$ cat src/hw/adc_host_regs.svh
// Timing constants for the six-channel converter host controller.
// Assumes a 25 MHz system clock; all times are worst case (3V interface).
// Overview of operation
// - Read may stay low while byte select toggles between halves.
// - Host supplies conversion clock, period 200 ns, phases 60 ns minimum; the generator here runs a 240 ns period, 120 ns phases.
// - Host holds each sample command low at least 30 ns.
// - Host returns sample command high at least 30 ns before another.
// - Clock rising edge comes at least 10 ns after sample command falls.
// - Host asserts global reset low at least 40 ns.
// - Host waits at least 40 ns after reset before first sample command.
// - Chip select and read stay low together at least 70 ns.
// - Chip select falls no later, and rises no earlier, than read.
// - Address stable at least 20 ns before read falls.
`ifndef ADC_HOST_REGS_SVH
`define ADC_HOST_REGS_SVH
`define SYS_CLK_NS 40
`define CONV_CLK_PERIOD_NS 200
`define CONV_CLK_PHASE_NS 60
`define SAMPLE_LOW_NS 30
`define SAMPLE_HIGH_NS 30
`define CLK_AFTER_SAMPLE_NS 10
`define RESET_LOW_NS 40
`define RESET_TO_SAMPLE_NS 40
`define READ_LOW_NS 70
`define ADDR_SETUP_NS 20
`define READ_HIGH_NS 40
`define DATA_VALID_NS 60
// Cycle counts: least times round up
`define CEIL_CYC(ns) (((ns) + `SYS_CLK_NS - 1) / `SYS_CLK_NS)
`define CONV_CLK_HALF_CYC 3
`define SAMPLE_LOW_CYC `CEIL_CYC(`SAMPLE_LOW_NS)
`define SAMPLE_HIGH_CYC `CEIL_CYC(`SAMPLE_HIGH_NS)
`define RESET_LOW_CYC `CEIL_CYC(`RESET_LOW_NS)
`define RESET_TO_SAMPLE_CYC `CEIL_CYC(`RESET_TO_SAMPLE_NS)
`define READ_LOW_CYC `CEIL_CYC(`READ_LOW_NS)
`define ADDR_SETUP_CYC `CEIL_CYC(`ADDR_SETUP_NS)
`define READ_HIGH_CYC `CEIL_CYC(`READ_HIGH_NS)
`define DATA_VALID_CYC `CEIL_CYC(`DATA_VALID_NS)
`endif

$ cat src/hw/adc_host_pkg.sv
// Types shared by the converter host controller.
// Assumes the timing header is included by the modules.
package adc_host_pkg;
   typedef enum logic [1:0] {ACC_READ16, ACC_READ8, ACC_WRITE} access_t;
endpackage

$ cat src/hw/adc_host.sv
// Host controller that drives the six-channel converter through its pins.
// Assumes the converter's pins are synchronous to clk at 25 MHz, 3V timing.
`timescale 1ns/100ps
`include "adc_host_regs.svh"
module adc_host #(
   parameter int RESET_LOW_CYC = `RESET_LOW_CYC,
   parameter int RESET_TO_SAMPLE_CYC = `RESET_TO_SAMPLE_CYC
)(
   input wire logic clk,
   input wire logic srst,
   // User side
   input wire logic [2:0] sample_req,
   output logic sample_busy,
   input wire logic acc_valid,
   input wire adc_host_pkg::access_t acc_kind,
   input wire logic [2:0] acc_addr,
   input wire logic [7:0] acc_wdata,
   output logic acc_ready,
   output logic [15:0] rd_data,
   output logic rd_valid,
   output logic conv_done,
   // Converter side
   output logic conv_clk,
   output logic reset_n,
   output logic pair_a_sample_cmd_n,
   output logic pair_b_sample_cmd_n,
   output logic pair_c_sample_cmd_n,
   output logic chip_sel_n,
   output logic read_n,
   output logic write_n,
   output logic byte_mode,
   output logic addr_line_2,
   output logic addr_line_1,
   output logic addr_line_0,
   input wire logic [15:0] result_bus_in,
   output logic [7:0] result_bus_out,
   output logic [7:0] result_bus_oe,
   input wire logic conv_done_n,
   input wire logic first_word_flag
);
   import adc_host_pkg::*;

   typedef enum logic [1:0] {RS_PULSE, RS_WAIT, RS_READY} rst_state_t;
   typedef enum logic [2:0] {BS_IDLE, BS_SETUP, BS_STROBE, BS_HIGH_HALF,
      BS_RECOVER} bus_state_t;
   typedef enum logic [1:0] {SS_IDLE, SS_LOW, SS_HIGH} smp_state_t;

   logic rise_next;
   rst_state_t rs_reg, rs_next;
   logic [7:0] rcnt_reg, rcnt_next;
   bus_state_t bs_reg, bs_next;
   logic [3:0] bcnt_reg, bcnt_next;
   access_t kind_reg, kind_next;
   logic [2:0] addr_reg, addr_next;
   logic [7:0] wdat_reg, wdat_next;
   logic [15:0] rd_data_reg, rd_data_next;
   logic rd_valid_reg, rd_valid_next;
   logic byte_reg, byte_next;
   smp_state_t ss_reg, ss_next;
   logic [3:0] scnt_reg, scnt_next;
   logic [2:0] pend_reg, pend_next;
   logic [2:0] cmd_reg, cmd_next;

   conv_clk_gen #(
      .HALF_CYC(`CONV_CLK_HALF_CYC)
   ) u_clk (
      .clk(clk),
      .srst(srst),
      .conv_clk(conv_clk),
      .rise_next(rise_next)
   );

   eoc_detect u_eoc (
      .clk(clk),
      .srst(srst),
      .conv_done_n(conv_done_n),
      .done_pulse(conv_done)
   );

   // Reset sequencer: hold the converter in reset, then settle before sampling
   always_comb
   begin
      rs_next = rs_reg;
      rcnt_next = rcnt_reg;
      unique case (rs_reg)
         RS_PULSE:
            if (rcnt_reg == 8'(RESET_LOW_CYC - 1))
            begin
               rs_next = RS_WAIT;
               rcnt_next = 8'h0;
            end
            else
               rcnt_next = rcnt_reg + 8'h1;
         RS_WAIT:
            if (rcnt_reg == 8'(RESET_TO_SAMPLE_CYC - 1))
               rs_next = RS_READY;
            else
               rcnt_next = rcnt_reg + 8'h1;
         RS_READY:
            rs_next = RS_READY;
         default:
            rs_next = RS_PULSE;
      endcase
   end

   always_ff @(posedge clk)
   begin
      if (srst)
      begin
         rs_reg <= RS_PULSE;
         rcnt_reg <= 8'h0;
      end
      else
      begin
         rs_reg <= rs_next;
         rcnt_reg <= rcnt_next;
      end
   end

   // Sample commands: requests are gathered so pairs fall together
   always_comb
   begin
      ss_next = ss_reg;
      scnt_next = scnt_reg;
      cmd_next = cmd_reg;
      pend_next = pend_reg | sample_req;
      unique case (ss_reg)
         SS_IDLE:
            // Falling edge kept out of the slot just before a clock rise
            if (rs_reg == RS_READY && pend_reg != 3'h0 && !rise_next)
            begin
               cmd_next = pend_reg;
               pend_next = sample_req;
               scnt_next = 4'h0;
               ss_next = SS_LOW;
            end
         SS_LOW:
            if (scnt_reg == 4'(`SAMPLE_LOW_CYC - 1))
            begin
               cmd_next = 3'h0;
               scnt_next = 4'h0;
               ss_next = SS_HIGH;
            end
            else
               scnt_next = scnt_reg + 4'h1;
         SS_HIGH:
            if (scnt_reg == 4'(`SAMPLE_HIGH_CYC - 1))
               ss_next = SS_IDLE;
            else
               scnt_next = scnt_reg + 4'h1;
         default:
            ss_next = SS_IDLE;
      endcase
   end

   always_ff @(posedge clk)
   begin
      if (srst)
      begin
         ss_reg <= SS_IDLE;
         scnt_reg <= 4'h0;
         pend_reg <= 3'h0;
         cmd_reg <= 3'h0;
      end
      else
      begin
         ss_reg <= ss_next;
         scnt_reg <= scnt_next;
         pend_reg <= pend_next;
         cmd_reg <= cmd_next;
      end
   end

   // Parallel bus: address setup, strobe, optional second byte, recovery
   always_comb
   begin
      bs_next = bs_reg;
      bcnt_next = bcnt_reg;
      kind_next = kind_reg;
      addr_next = addr_reg;
      wdat_next = wdat_reg;
      rd_data_next = rd_data_reg;
      rd_valid_next = 1'b0;
      byte_next = byte_reg;
      unique case (bs_reg)
         BS_IDLE:
            if (acc_valid && rs_reg == RS_READY)
            begin
               kind_next = acc_kind;
               addr_next = acc_addr;
               wdat_next = acc_wdata;
               byte_next = (acc_kind == ACC_READ8);
               bcnt_next = 4'h0;
               bs_next = BS_SETUP;
            end
         BS_SETUP:
            if (bcnt_reg == 4'(`ADDR_SETUP_CYC - 1))
            begin
               bcnt_next = 4'h0;
               bs_next = BS_STROBE;
            end
            else
               bcnt_next = bcnt_reg + 4'h1;
         BS_STROBE:
            // Data valid time is under the low-width, but both round to two cycles; wait the data valid count
            if (bcnt_reg == 4'(`DATA_VALID_CYC + `READ_LOW_CYC - `READ_LOW_CYC))
            begin
               bcnt_next = 4'h0;
               if (kind_reg == ACC_READ8)
               begin
                  rd_data_next = {result_bus_in[7:0], 8'h00};
                  byte_next = 1'b0;
                  bs_next = BS_HIGH_HALF;
               end
               else
               begin
                  if (kind_reg == ACC_READ16)
                  begin
                     rd_data_next = result_bus_in;
                     rd_valid_next = 1'b1;
                  end
                  bs_next = BS_RECOVER;
               end
            end
            else
               bcnt_next = bcnt_reg + 4'h1;
         BS_HIGH_HALF:
            // Read stays low while the low half settles after byte select drops
            if (bcnt_reg == 4'(`DATA_VALID_CYC))
            begin
               rd_data_next = {rd_data_reg[15:8], result_bus_in[7:0]};
               rd_valid_next = 1'b1;
               bcnt_next = 4'h0;
               bs_next = BS_RECOVER;
            end
            else
               bcnt_next = bcnt_reg + 4'h1;
         BS_RECOVER:
            if (bcnt_reg == 4'(`READ_HIGH_CYC - 1))
               bs_next = BS_IDLE;
            else
               bcnt_next = bcnt_reg + 4'h1;
         default:
            bs_next = BS_IDLE;
      endcase
   end

   always_ff @(posedge clk)
   begin
      if (srst)
      begin
         bs_reg <= BS_IDLE;
         bcnt_reg <= 4'h0;
         kind_reg <= ACC_READ16;
         addr_reg <= 3'h0;
         wdat_reg <= 8'h00;
         rd_data_reg <= 16'h0000;
         rd_valid_reg <= 1'b0;
         byte_reg <= 1'b0;
      end
      else
      begin
         bs_reg <= bs_next;
         bcnt_reg <= bcnt_next;
         kind_reg <= kind_next;
         addr_reg <= addr_next;
         wdat_reg <= wdat_next;
         rd_data_reg <= rd_data_next;
         rd_valid_reg <= rd_valid_next;
         byte_reg <= byte_next;
      end
   end

   // Pin outputs; chip select spans the whole strobe so it wraps read
   assign reset_n = (rs_reg != RS_PULSE);
   assign {pair_c_sample_cmd_n, pair_b_sample_cmd_n, pair_a_sample_cmd_n} = ~cmd_reg;
   assign chip_sel_n = !(bs_reg == BS_SETUP || bs_reg == BS_STROBE
      || bs_reg == BS_HIGH_HALF);
   assign read_n = !((bs_reg == BS_STROBE || bs_reg == BS_HIGH_HALF)
      && kind_reg != ACC_WRITE);
   assign write_n = !(bs_reg == BS_STROBE && kind_reg == ACC_WRITE);
   assign byte_mode = byte_reg;
   assign {addr_line_2, addr_line_1, addr_line_0} = addr_reg;
   // Host drives the low lines only during write setup and strobe; device owns reads
   assign result_bus_out = wdat_reg;
   assign result_bus_oe = {8{(bs_reg == BS_STROBE || bs_reg == BS_SETUP)
      && kind_reg == ACC_WRITE}};
   assign acc_ready = (bs_reg == BS_IDLE) && (rs_reg == RS_READY);
   assign rd_data = rd_data_reg;
   assign rd_valid = rd_valid_reg;
   assign sample_busy = (ss_reg != SS_IDLE) || (pend_reg != 3'h0);
endmodule

$ cat src/hw/conv_clk_gen.sv
// Conversion clock generator for the converter.
// Assumes a 25 MHz clk; output runs free once out of reset.
`timescale 1ns/100ps
`include "adc_host_regs.svh"
module conv_clk_gen #(
   parameter int HALF_CYC = `CONV_CLK_HALF_CYC
)(
   input wire logic clk,
   input wire logic srst,
   output logic conv_clk,
   output logic rise_next
);
   logic [3:0] cnt_reg, cnt_next;
   logic lvl_reg, lvl_next;

   // Each phase lasts HALF_CYC cycles: 120 ns each, 240 ns period
   always_comb
   begin
      cnt_next = cnt_reg + 4'h1;
      lvl_next = lvl_reg;
      if (cnt_reg == 4'(HALF_CYC - 1))
      begin
         cnt_next = 4'h0;
         lvl_next = ~lvl_reg;
      end
   end

   always_ff @(posedge clk)
   begin
      if (srst)
      begin
         cnt_reg <= 4'h0;
         lvl_reg <= 1'b0;
      end
      else
      begin
         cnt_reg <= cnt_next;
         lvl_reg <= lvl_next;
      end
   end

   assign conv_clk = lvl_reg;
   // Rising edge lands on the next clk edge; sample commands avoid this slot
   assign rise_next = ~lvl_reg && (cnt_reg == 4'(HALF_CYC - 1));
endmodule

$ cat src/hw/eoc_detect.sv
// Falling-edge detector for the end-of-conversion strobe.
// Assumes the strobe is synchronous to clk and low for at least one cycle.
`timescale 1ns/100ps
module eoc_detect (
   input wire logic clk,
   input wire logic srst,
   input wire logic conv_done_n,
   output logic done_pulse
);
   logic prev_reg, prev_next;

   // Previous level kept to find the high-to-low step
   always_comb
   begin
      prev_next = conv_done_n;
   end

   always_ff @(posedge clk)
   begin
      if (srst)
         prev_reg <= 1'b1;
      else
         prev_reg <= prev_next;
   end

   assign done_pulse = prev_reg & ~conv_done_n;
endmodule

$ cat config.mk
export PLATFORM = sky130hd
export DESIGN_NAME = adc_host
export DESIGN_NICKNAME = d
export VERILOG_FILES = /design/src/hw/adc_host_pkg.sv /design/src/hw/adc_host.sv /design/src/hw/conv_clk_gen.sv /design/src/hw/eoc_detect.sv
export VERILOG_INCLUDE_DIRS = /design/src /design/src/hw
export SDC_FILE = /design/constraint.sdc
export NUM_CORES = 1
export LEC_CHECK = 0
export BUFFER_PORTS_ARGS = -buffer_cell sky130_fd_sc_hd__buf_2
export CAP_MARGIN = 15
export CORE_ASPECT_RATIO = 1.25
export CORE_MARGIN = 1
export CORE_UTILIZATION = 35
export CTS_CLUSTER_DIAMETER = 80
export DETAILED_ROUTE_END_ITERATION = 6
export SKIP_LAST_GASP = 1
export SYNTH_ARGS = -nofsm -noshare
export SYNTH_HDL_FRONTEND = slang
export SYNTH_SLANG_ARGS = --single-unit
$ cat constraint.sdc
create_clock -name clk -period 2.3 [get_ports clk]
set_input_delay 0.46 -clock clk [delete_from_list [all_inputs] [get_ports clk]]
set_output_delay 0.46 -clock clk [all_outputs]
set_load 0.005 [all_outputs]
==> impl_results.html <==
<table>
<tr><th>Metric</th><th>Value</th></tr>
<tr><th colspan="2">Status</th></tr>
<tr><td>Run status</td><td>finished, final reports clean</td></tr>
<tr><th colspan="2">Placement</th></tr>
<tr><td>Buffers added on ports</td><td>83</td></tr>
<tr><td>Placed Instance Area</td><td>3730 um2</td></tr>
<tr><td>Half-perimeter wire length after placement</td><td>5.49 mm</td></tr>
<tr><td>GP Congestion</td><td>0.771</td></tr>
<tr><th colspan="2">Critical path</th></tr>
<tr><td>Max stage delay cell, worst path</td><td>sky130_fd_sc_hd__dfxtp_1</td></tr>
<tr><td>Maximum net fanout on the critical path</td><td>11</td></tr>
<tr><td>Gate family responsible for the most delay along the worst path</td><td>simple AND/OR/NAND/NOR gates</td></tr>
<tr><td>Element type at the critical path end</td><td>output pin</td></tr>
<tr><td>Classification of the worst setup path</td><td>reg2out</td></tr>
<tr><td>Buf/Inv on CP</td><td>1</td></tr>
<tr><td>Endpoint of the worst register-to-register path</td><td>byte_mode</td></tr>
<tr><td>CP peak stage delay</td><td>540 ps</td></tr>
<tr><td>Reg-to-reg slack, setup</td><td>360 ps</td></tr>
<tr><td>Required arrival time at the worst endpoint</td><td>1840 ps</td></tr>
<tr><td>Endpoint arrival time on the critical path</td><td>1650 ps</td></tr>
<tr><td>Ordered list of cells on the worst path</td><td>nand2b_1 &gt; or3_1 &gt; buf_2</td></tr>
<tr><td>Type of element launching the critical path</td><td>register</td></tr>
<tr><td>Reg2Reg Depth</td><td>6</td></tr>
<tr><td>Critical register-to-register path startpoint</td><td>bcnt_reg[0]</td></tr>
<tr><th colspan="2">STA</th></tr>
<tr><td>Hold violation total from the final report</td><td>0</td></tr>
<tr><td>Fmax achieved</td><td>474 MHz</td></tr>
<tr><td>Clock Skews</td><td>about 7.7 ps</td></tr>
<tr><td>Final worst-path cycle share</td><td>0.917</td></tr>
<tr><td>Relative slew slack</td><td>0.613</td></tr>
<tr><td>Unrepaired setup endpoints after global routing</td><td>false</td></tr>
<tr><td>Pins over their slew limit</td><td>0</td></tr>
<tr><td>Fin crit period</td><td>2110 ps</td></tr>
<tr><td>Pin slew with the least headroom to its limit</td><td>575 ps</td></tr>
<tr><td>Worst hold slack</td><td>314 ps</td></tr>
<tr><td>Setup tns final</td><td>0 ps</td></tr>
<tr><td>Final count of negative-setup-slack endpoints</td><td>0</td></tr>
<tr><th colspan="2">Finish</th></tr>
<tr><td>Final net count</td><td>525</td></tr>
<tr><td>Number of flip-flops in the largest register</td><td>16</td></tr>
<tr><td># diodes</td><td>0</td></tr>
<tr><td>Area Growth Syn to Fin</td><td>22.1%</td></tr>
<tr><td>Cell area after layout</td><td>approximately 4000 um2</td></tr>
<tr><td>Number of fill cells</td><td>928</td></tr>
<tr><td>Layout cells sized above 1</td><td>0.249</td></tr>
<tr><th colspan="2">Power and ir drop</th></tr>
<tr><td>Internal power contribution</td><td>2.17 mW</td></tr>
<tr><td>Part of the power in the clock network</td><td>0.301</td></tr>
<tr><td>Power density of the placed cells</td><td>834 nW/um2</td></tr>
<tr><td>Sequential share of power</td><td>0.409</td></tr>
<tr><td>Comb power frac</td><td>0.290</td></tr>
<tr><td>Leakage</td><td>1.60 nW</td></tr>
<tr><td>Net switching power</td><td>1.11 mW</td></tr>
<tr><td>Peak supply drop</td><td>435 uV</td></tr>
<tr><td>Net switching fraction of the power</td><td>0.338</td></tr>
<tr><th colspan="2">Hold path</th></tr>
<tr><td>Number of stages on the worst hold path</td><td>2</td></tr>
<tr><td>Tightest Hold Check Type</td><td>in2reg</td></tr>
<tr><td>Startpoint of the worst hold path</td><td>conv_done_n</td></tr>
<tr><td>Hold Path End</td><td>u_eoc.prev_reg</td></tr>
<tr><th colspan="2">Floorplanning</th></tr>
<tr><td>Starting utilization of the core area</td><td>0.366</td></tr>
<tr><td>Die height</td><td>between 100 and 150 um</td></tr>
<tr><td>Area of the core region</td><td>8800 um2</td></tr>
<tr><td>Num ports</td><td>85</td></tr>
<tr><td>Die width</td><td>between 80 and 90 um</td></tr>
<tr><td>Die footprint</td><td>9600 um2</td></tr>
<tr><td>Number of cell rows</td><td>38</td></tr>
<tr><th colspan="2">Synth</th></tr>
<tr><td>Most common flop cell mapped by yosys</td><td>sky130_fd_sc_hd__dfxtp_1</td></tr>
<tr><td>Count of mapped cells out of synthesis</td><td>396</td></tr>
<tr><td>Area share of the leading cell type in the synthesized netlist</td><td>0.410</td></tr>
<tr><td>Sequential cell area fraction in the yosys report</td><td>0.410</td></tr>
<tr><td>#FFs+latches synth</td><td>66</td></tr>
<tr><td>Post-Synthesis Mean Instance Area</td><td>8.14 um2</td></tr>
<tr><td>Most area-consuming cells after synthesis</td><td>sky130_fd_sc_hd__dfxtp_1, sky130_fd_sc_hd__nand2_1, sky130_fd_sc_hd__ha_1</td></tr>
<tr><td>Number of nets in the synthesized netlist</td><td>about 450</td></tr>
<tr><td>Netlist cell types</td><td>51</td></tr>
<tr><td>Synthesized cell area</td><td>3220 um2</td></tr>
<tr><td>Number of synthesized flops with an enable pin</td><td>0</td></tr>
<tr><td>Cell type with the largest total area after synthesis</td><td>sky130_fd_sc_hd__dfxtp_1</td></tr>
<tr><td>Async S/R FF share, synth</td><td>0</td></tr>
<tr><td>Total number of yosys warnings</td><td>0</td></tr>
<tr><th colspan="2">Global route</th></tr>
<tr><td>Antenna violations before repair</td><td>0</td></tr>
<tr><td>Wire length of the first global-routing pass</td><td>12.1 mm</td></tr>
<tr><td>Via count of the first global-routing pass</td><td>2,698</td></tr>
<tr><td>GRT Residual Overflow</td><td>0</td></tr>
<tr><td>Pin count of the biggest net entering global routing</td><td>32</td></tr>
<tr><td>Gr usage total</td><td>0.159</td></tr>
<tr><th colspan="2">Detailed routing</th></tr>
<tr><td>Vias</td><td>just under 3,000</td></tr>
<tr><td>Total wire length after detailed routing</td><td>7.25 mm</td></tr>
<tr><td>Final antenna-violating net count</td><td>0</td></tr>
<tr><td>Via density per instance</td><td>between 4 and 5</td></tr>
<tr><td>Post-detailed-route DRC marker count</td><td>0</td></tr>
<tr><td>Routed wire per std cell</td><td>about 12 um</td></tr>
<tr><td>1st-iter DRT viols</td><td>73</td></tr>
<tr><td>Detailed Routing Iterations Pass 1</td><td>4</td></tr>
<tr><th colspan="2">Clock network</th></tr>
<tr><td>Number of buffers inserted by post-CTS setup repair</td><td>0</td></tr>
<tr><td>Clock-pin slew on the worst setup and hold paths</td><td>70 ps</td></tr>
<tr><td>Number of buffers added by the clock tree synthesis step</td><td>9</td></tr>
<tr><td>Master cell of the clock root buffer</td><td>sky130_fd_sc_hd__clkbuf_8</td></tr>
<tr><td>Hold-fix buffer count after cts</td><td>0</td></tr>
<tr><td>Total clock sinks</td><td>66</td></tr>
<tr><td>Clock Latency Late Sink</td><td>350 ps</td></tr>
<tr><td>CTS max path bufs</td><td>2</td></tr>
<tr><td>Clock tree from TritonCTS</td><td>yes</td></tr>
<tr><td>Number of H-tree levels</td><td>3</td></tr>
<tr><th colspan="2">Job</th></tr>
<tr><td>Total of max-cap violations</td><td>0</td></tr>
</table>
[cell type report]
type | count | area (um2) | share of cell area
timing repair buffer | 92 | 483 | 0.123
clock buffer | 9 | 124 | 0.0315
multi-input combinational | 285 | 1710 | 0.434
clock inverter | 7 | 77.6 | 0.0197
inverter | 19 | 71.3 | 0.0181
sequential | 66 | 1320 | 0.336
tap | 120 | 150 | 0.0382
[worst reg2reg max path: stages, from the launching register on]
cell and delay (ps):
sky130_fd_sc_hd__dfxtp_1 350, sky130_fd_sc_hd__inv_1 90, sky130_fd_sc_hd__ha_1 150, sky130_fd_sc_hd__or3b_4 410, sky130_fd_sc_hd__a22o_4 310, sky130_fd_sc_hd__or3_4 400
sky130_fd_sc_hd__mux2i_1 120
[kinds of logic after synthesis]
| kind of cell | Yosys count | share of synthesized area |
|---|---|---|
| and+or+nand+nor | 178 | 0.271 |
| AOI/OAI and AO/OA | 80 | 0.162 |
| DFF | 66 | 0.410 |
| buffers and inverters | 45 | 0.0621 |
| adders and majority gates | 15 | 0.0583 |
| muxes | 7 | 0.0225 |
| xor gates and xnor gates | 5 | 0.0136 |
[layout by cell type (no fill, tap or decap), types with 6 or more instances in the layout]
master                     count
sky130_fd_sc_hd__nand3_1      22
sky130_fd_sc_hd__buf_4         9
sky130_fd_sc_hd__dfxtp_1      66
sky130_fd_sc_hd__inv_1        19
sky130_fd_sc_hd__clkbuf_8      9
sky130_fd_sc_hd__o21ai_0      11
sky130_fd_sc_hd__nor3b_1       8
sky130_fd_sc_hd__buf_2        83
sky130_fd_sc_hd__nand2_1      71
sky130_fd_sc_hd__o31ai_1       6
sky130_fd_sc_hd__a21oi_1      32
sky130_fd_sc_hd__nor3_1        8
sky130_fd_sc_hd__a311oi_1      8
sky130_fd_sc_hd__nor2_1       31
sky130_fd_sc_hd__ha_1         15
[worst max-delay path by stage]
| stage | startpoint | end | slack (ps) | depth (start not counted) |
|---|---|---|---|---|
| 2_1_floorplan | bs_reg[0] | result_bus_oe[1] | 300 | 4 |
| 3_3_place_gp | bcnt_reg[0] | byte_mode | 370 | 6 |
| 3_5_place_dp | bcnt_reg[0] | byte_mode | 340 | 6 |
| 4_1_cts | bs_reg[0] | result_bus_oe[5] | 10 | 4 |
| 5_1_grt | bs_reg[0] | result_bus_oe[1] | 60 | 4 |
| 6_report | bs_reg[1] | write_n | 190 | 3 |
[cells in the mapped netlist (2+ instances only)]
cell type                   n
sky130_fd_sc_hd__o21ai_0   11
sky130_fd_sc_hd__nor4b_1    2
sky130_fd_sc_hd__nand3_1   22
sky130_fd_sc_hd__nor2_1    31
sky130_fd_sc_hd__xor2_1     2
sky130_fd_sc_hd__clkbuf_1  15
sky130_fd_sc_hd__buf_4      8
sky130_fd_sc_hd__xnor2_1    3
sky130_fd_sc_hd__o211ai_1   4
sky130_fd_sc_hd__mux2i_1    5
sky130_fd_sc_hd__nor2b_1    4
sky130_fd_sc_hd__dfxtp_1   66
sky130_fd_sc_hd__a211oi_1   5
sky130_fd_sc_hd__a21oi_1   32
sky130_fd_sc_hd__ha_1      15
sky130_fd_sc_hd__and3_1     3
sky130_fd_sc_hd__nand3b_1   3
sky130_fd_sc_hd__nand2_1   71
sky130_fd_sc_hd__nand4_1    2
sky130_fd_sc_hd__o32ai_1    2
sky130_fd_sc_hd__mux2_2     2
sky130_fd_sc_hd__nor3_1     9
sky130_fd_sc_hd__and2_1     3
sky130_fd_sc_hd__inv_1     19
sky130_fd_sc_hd__o21a_1     2
sky130_fd_sc_hd__buf_1      2
sky130_fd_sc_hd__nand2b_1   5
sky130_fd_sc_hd__or2_2      3
sky130_fd_sc_hd__or3_1      4
sky130_fd_sc_hd__nor3b_1    8
sky130_fd_sc_hd__o31ai_1    6
sky130_fd_sc_hd__a311oi_1   8
[timing repair]
action | CTS | global route
endpoints found under the hold margin | 0 | 0
resized for setup | 0 | 1
setup endpoints to repair | 0 | 8
[per-stage QoR]
stage	setup slack [ps]	instances	util	power (mW)
6_report	192	598	0.447	3.28
5_1_grt	64.1	598	0.447	3.51
4_1_cts	12.7	598	0.447	3.33
3_5_place_dp	344	582	0.424	2.33
3_3_place_gp	374	582	0.424	2.31
2_1_floorplan	303	396	-	2.02
[power by group through the flow]
stage | Clock (mW) | Sequential, mW | Combinational, mW
finish | 0.987 | 1.34 | 0.951
global route | 1.07 | 1.36 | 1.08
CTS | 1.02 | 1.34 | 0.966
detailed placement | 0 | 1.37 | 0.960
global placement | 0 | 1.36 | 0.951
floorplan | 0 | 1.34 | 0.685
[per-layer routing]
metal	track usage	vias up	wire [um]
met5	0	-	0
met4	0.0773	0	123
met3	0.0303	10	373
met2	0.280	71	3520
met1	0.182	1300	3230
li1	-	1520	-
Note: power is estimated with default switching activity, not from simulation.
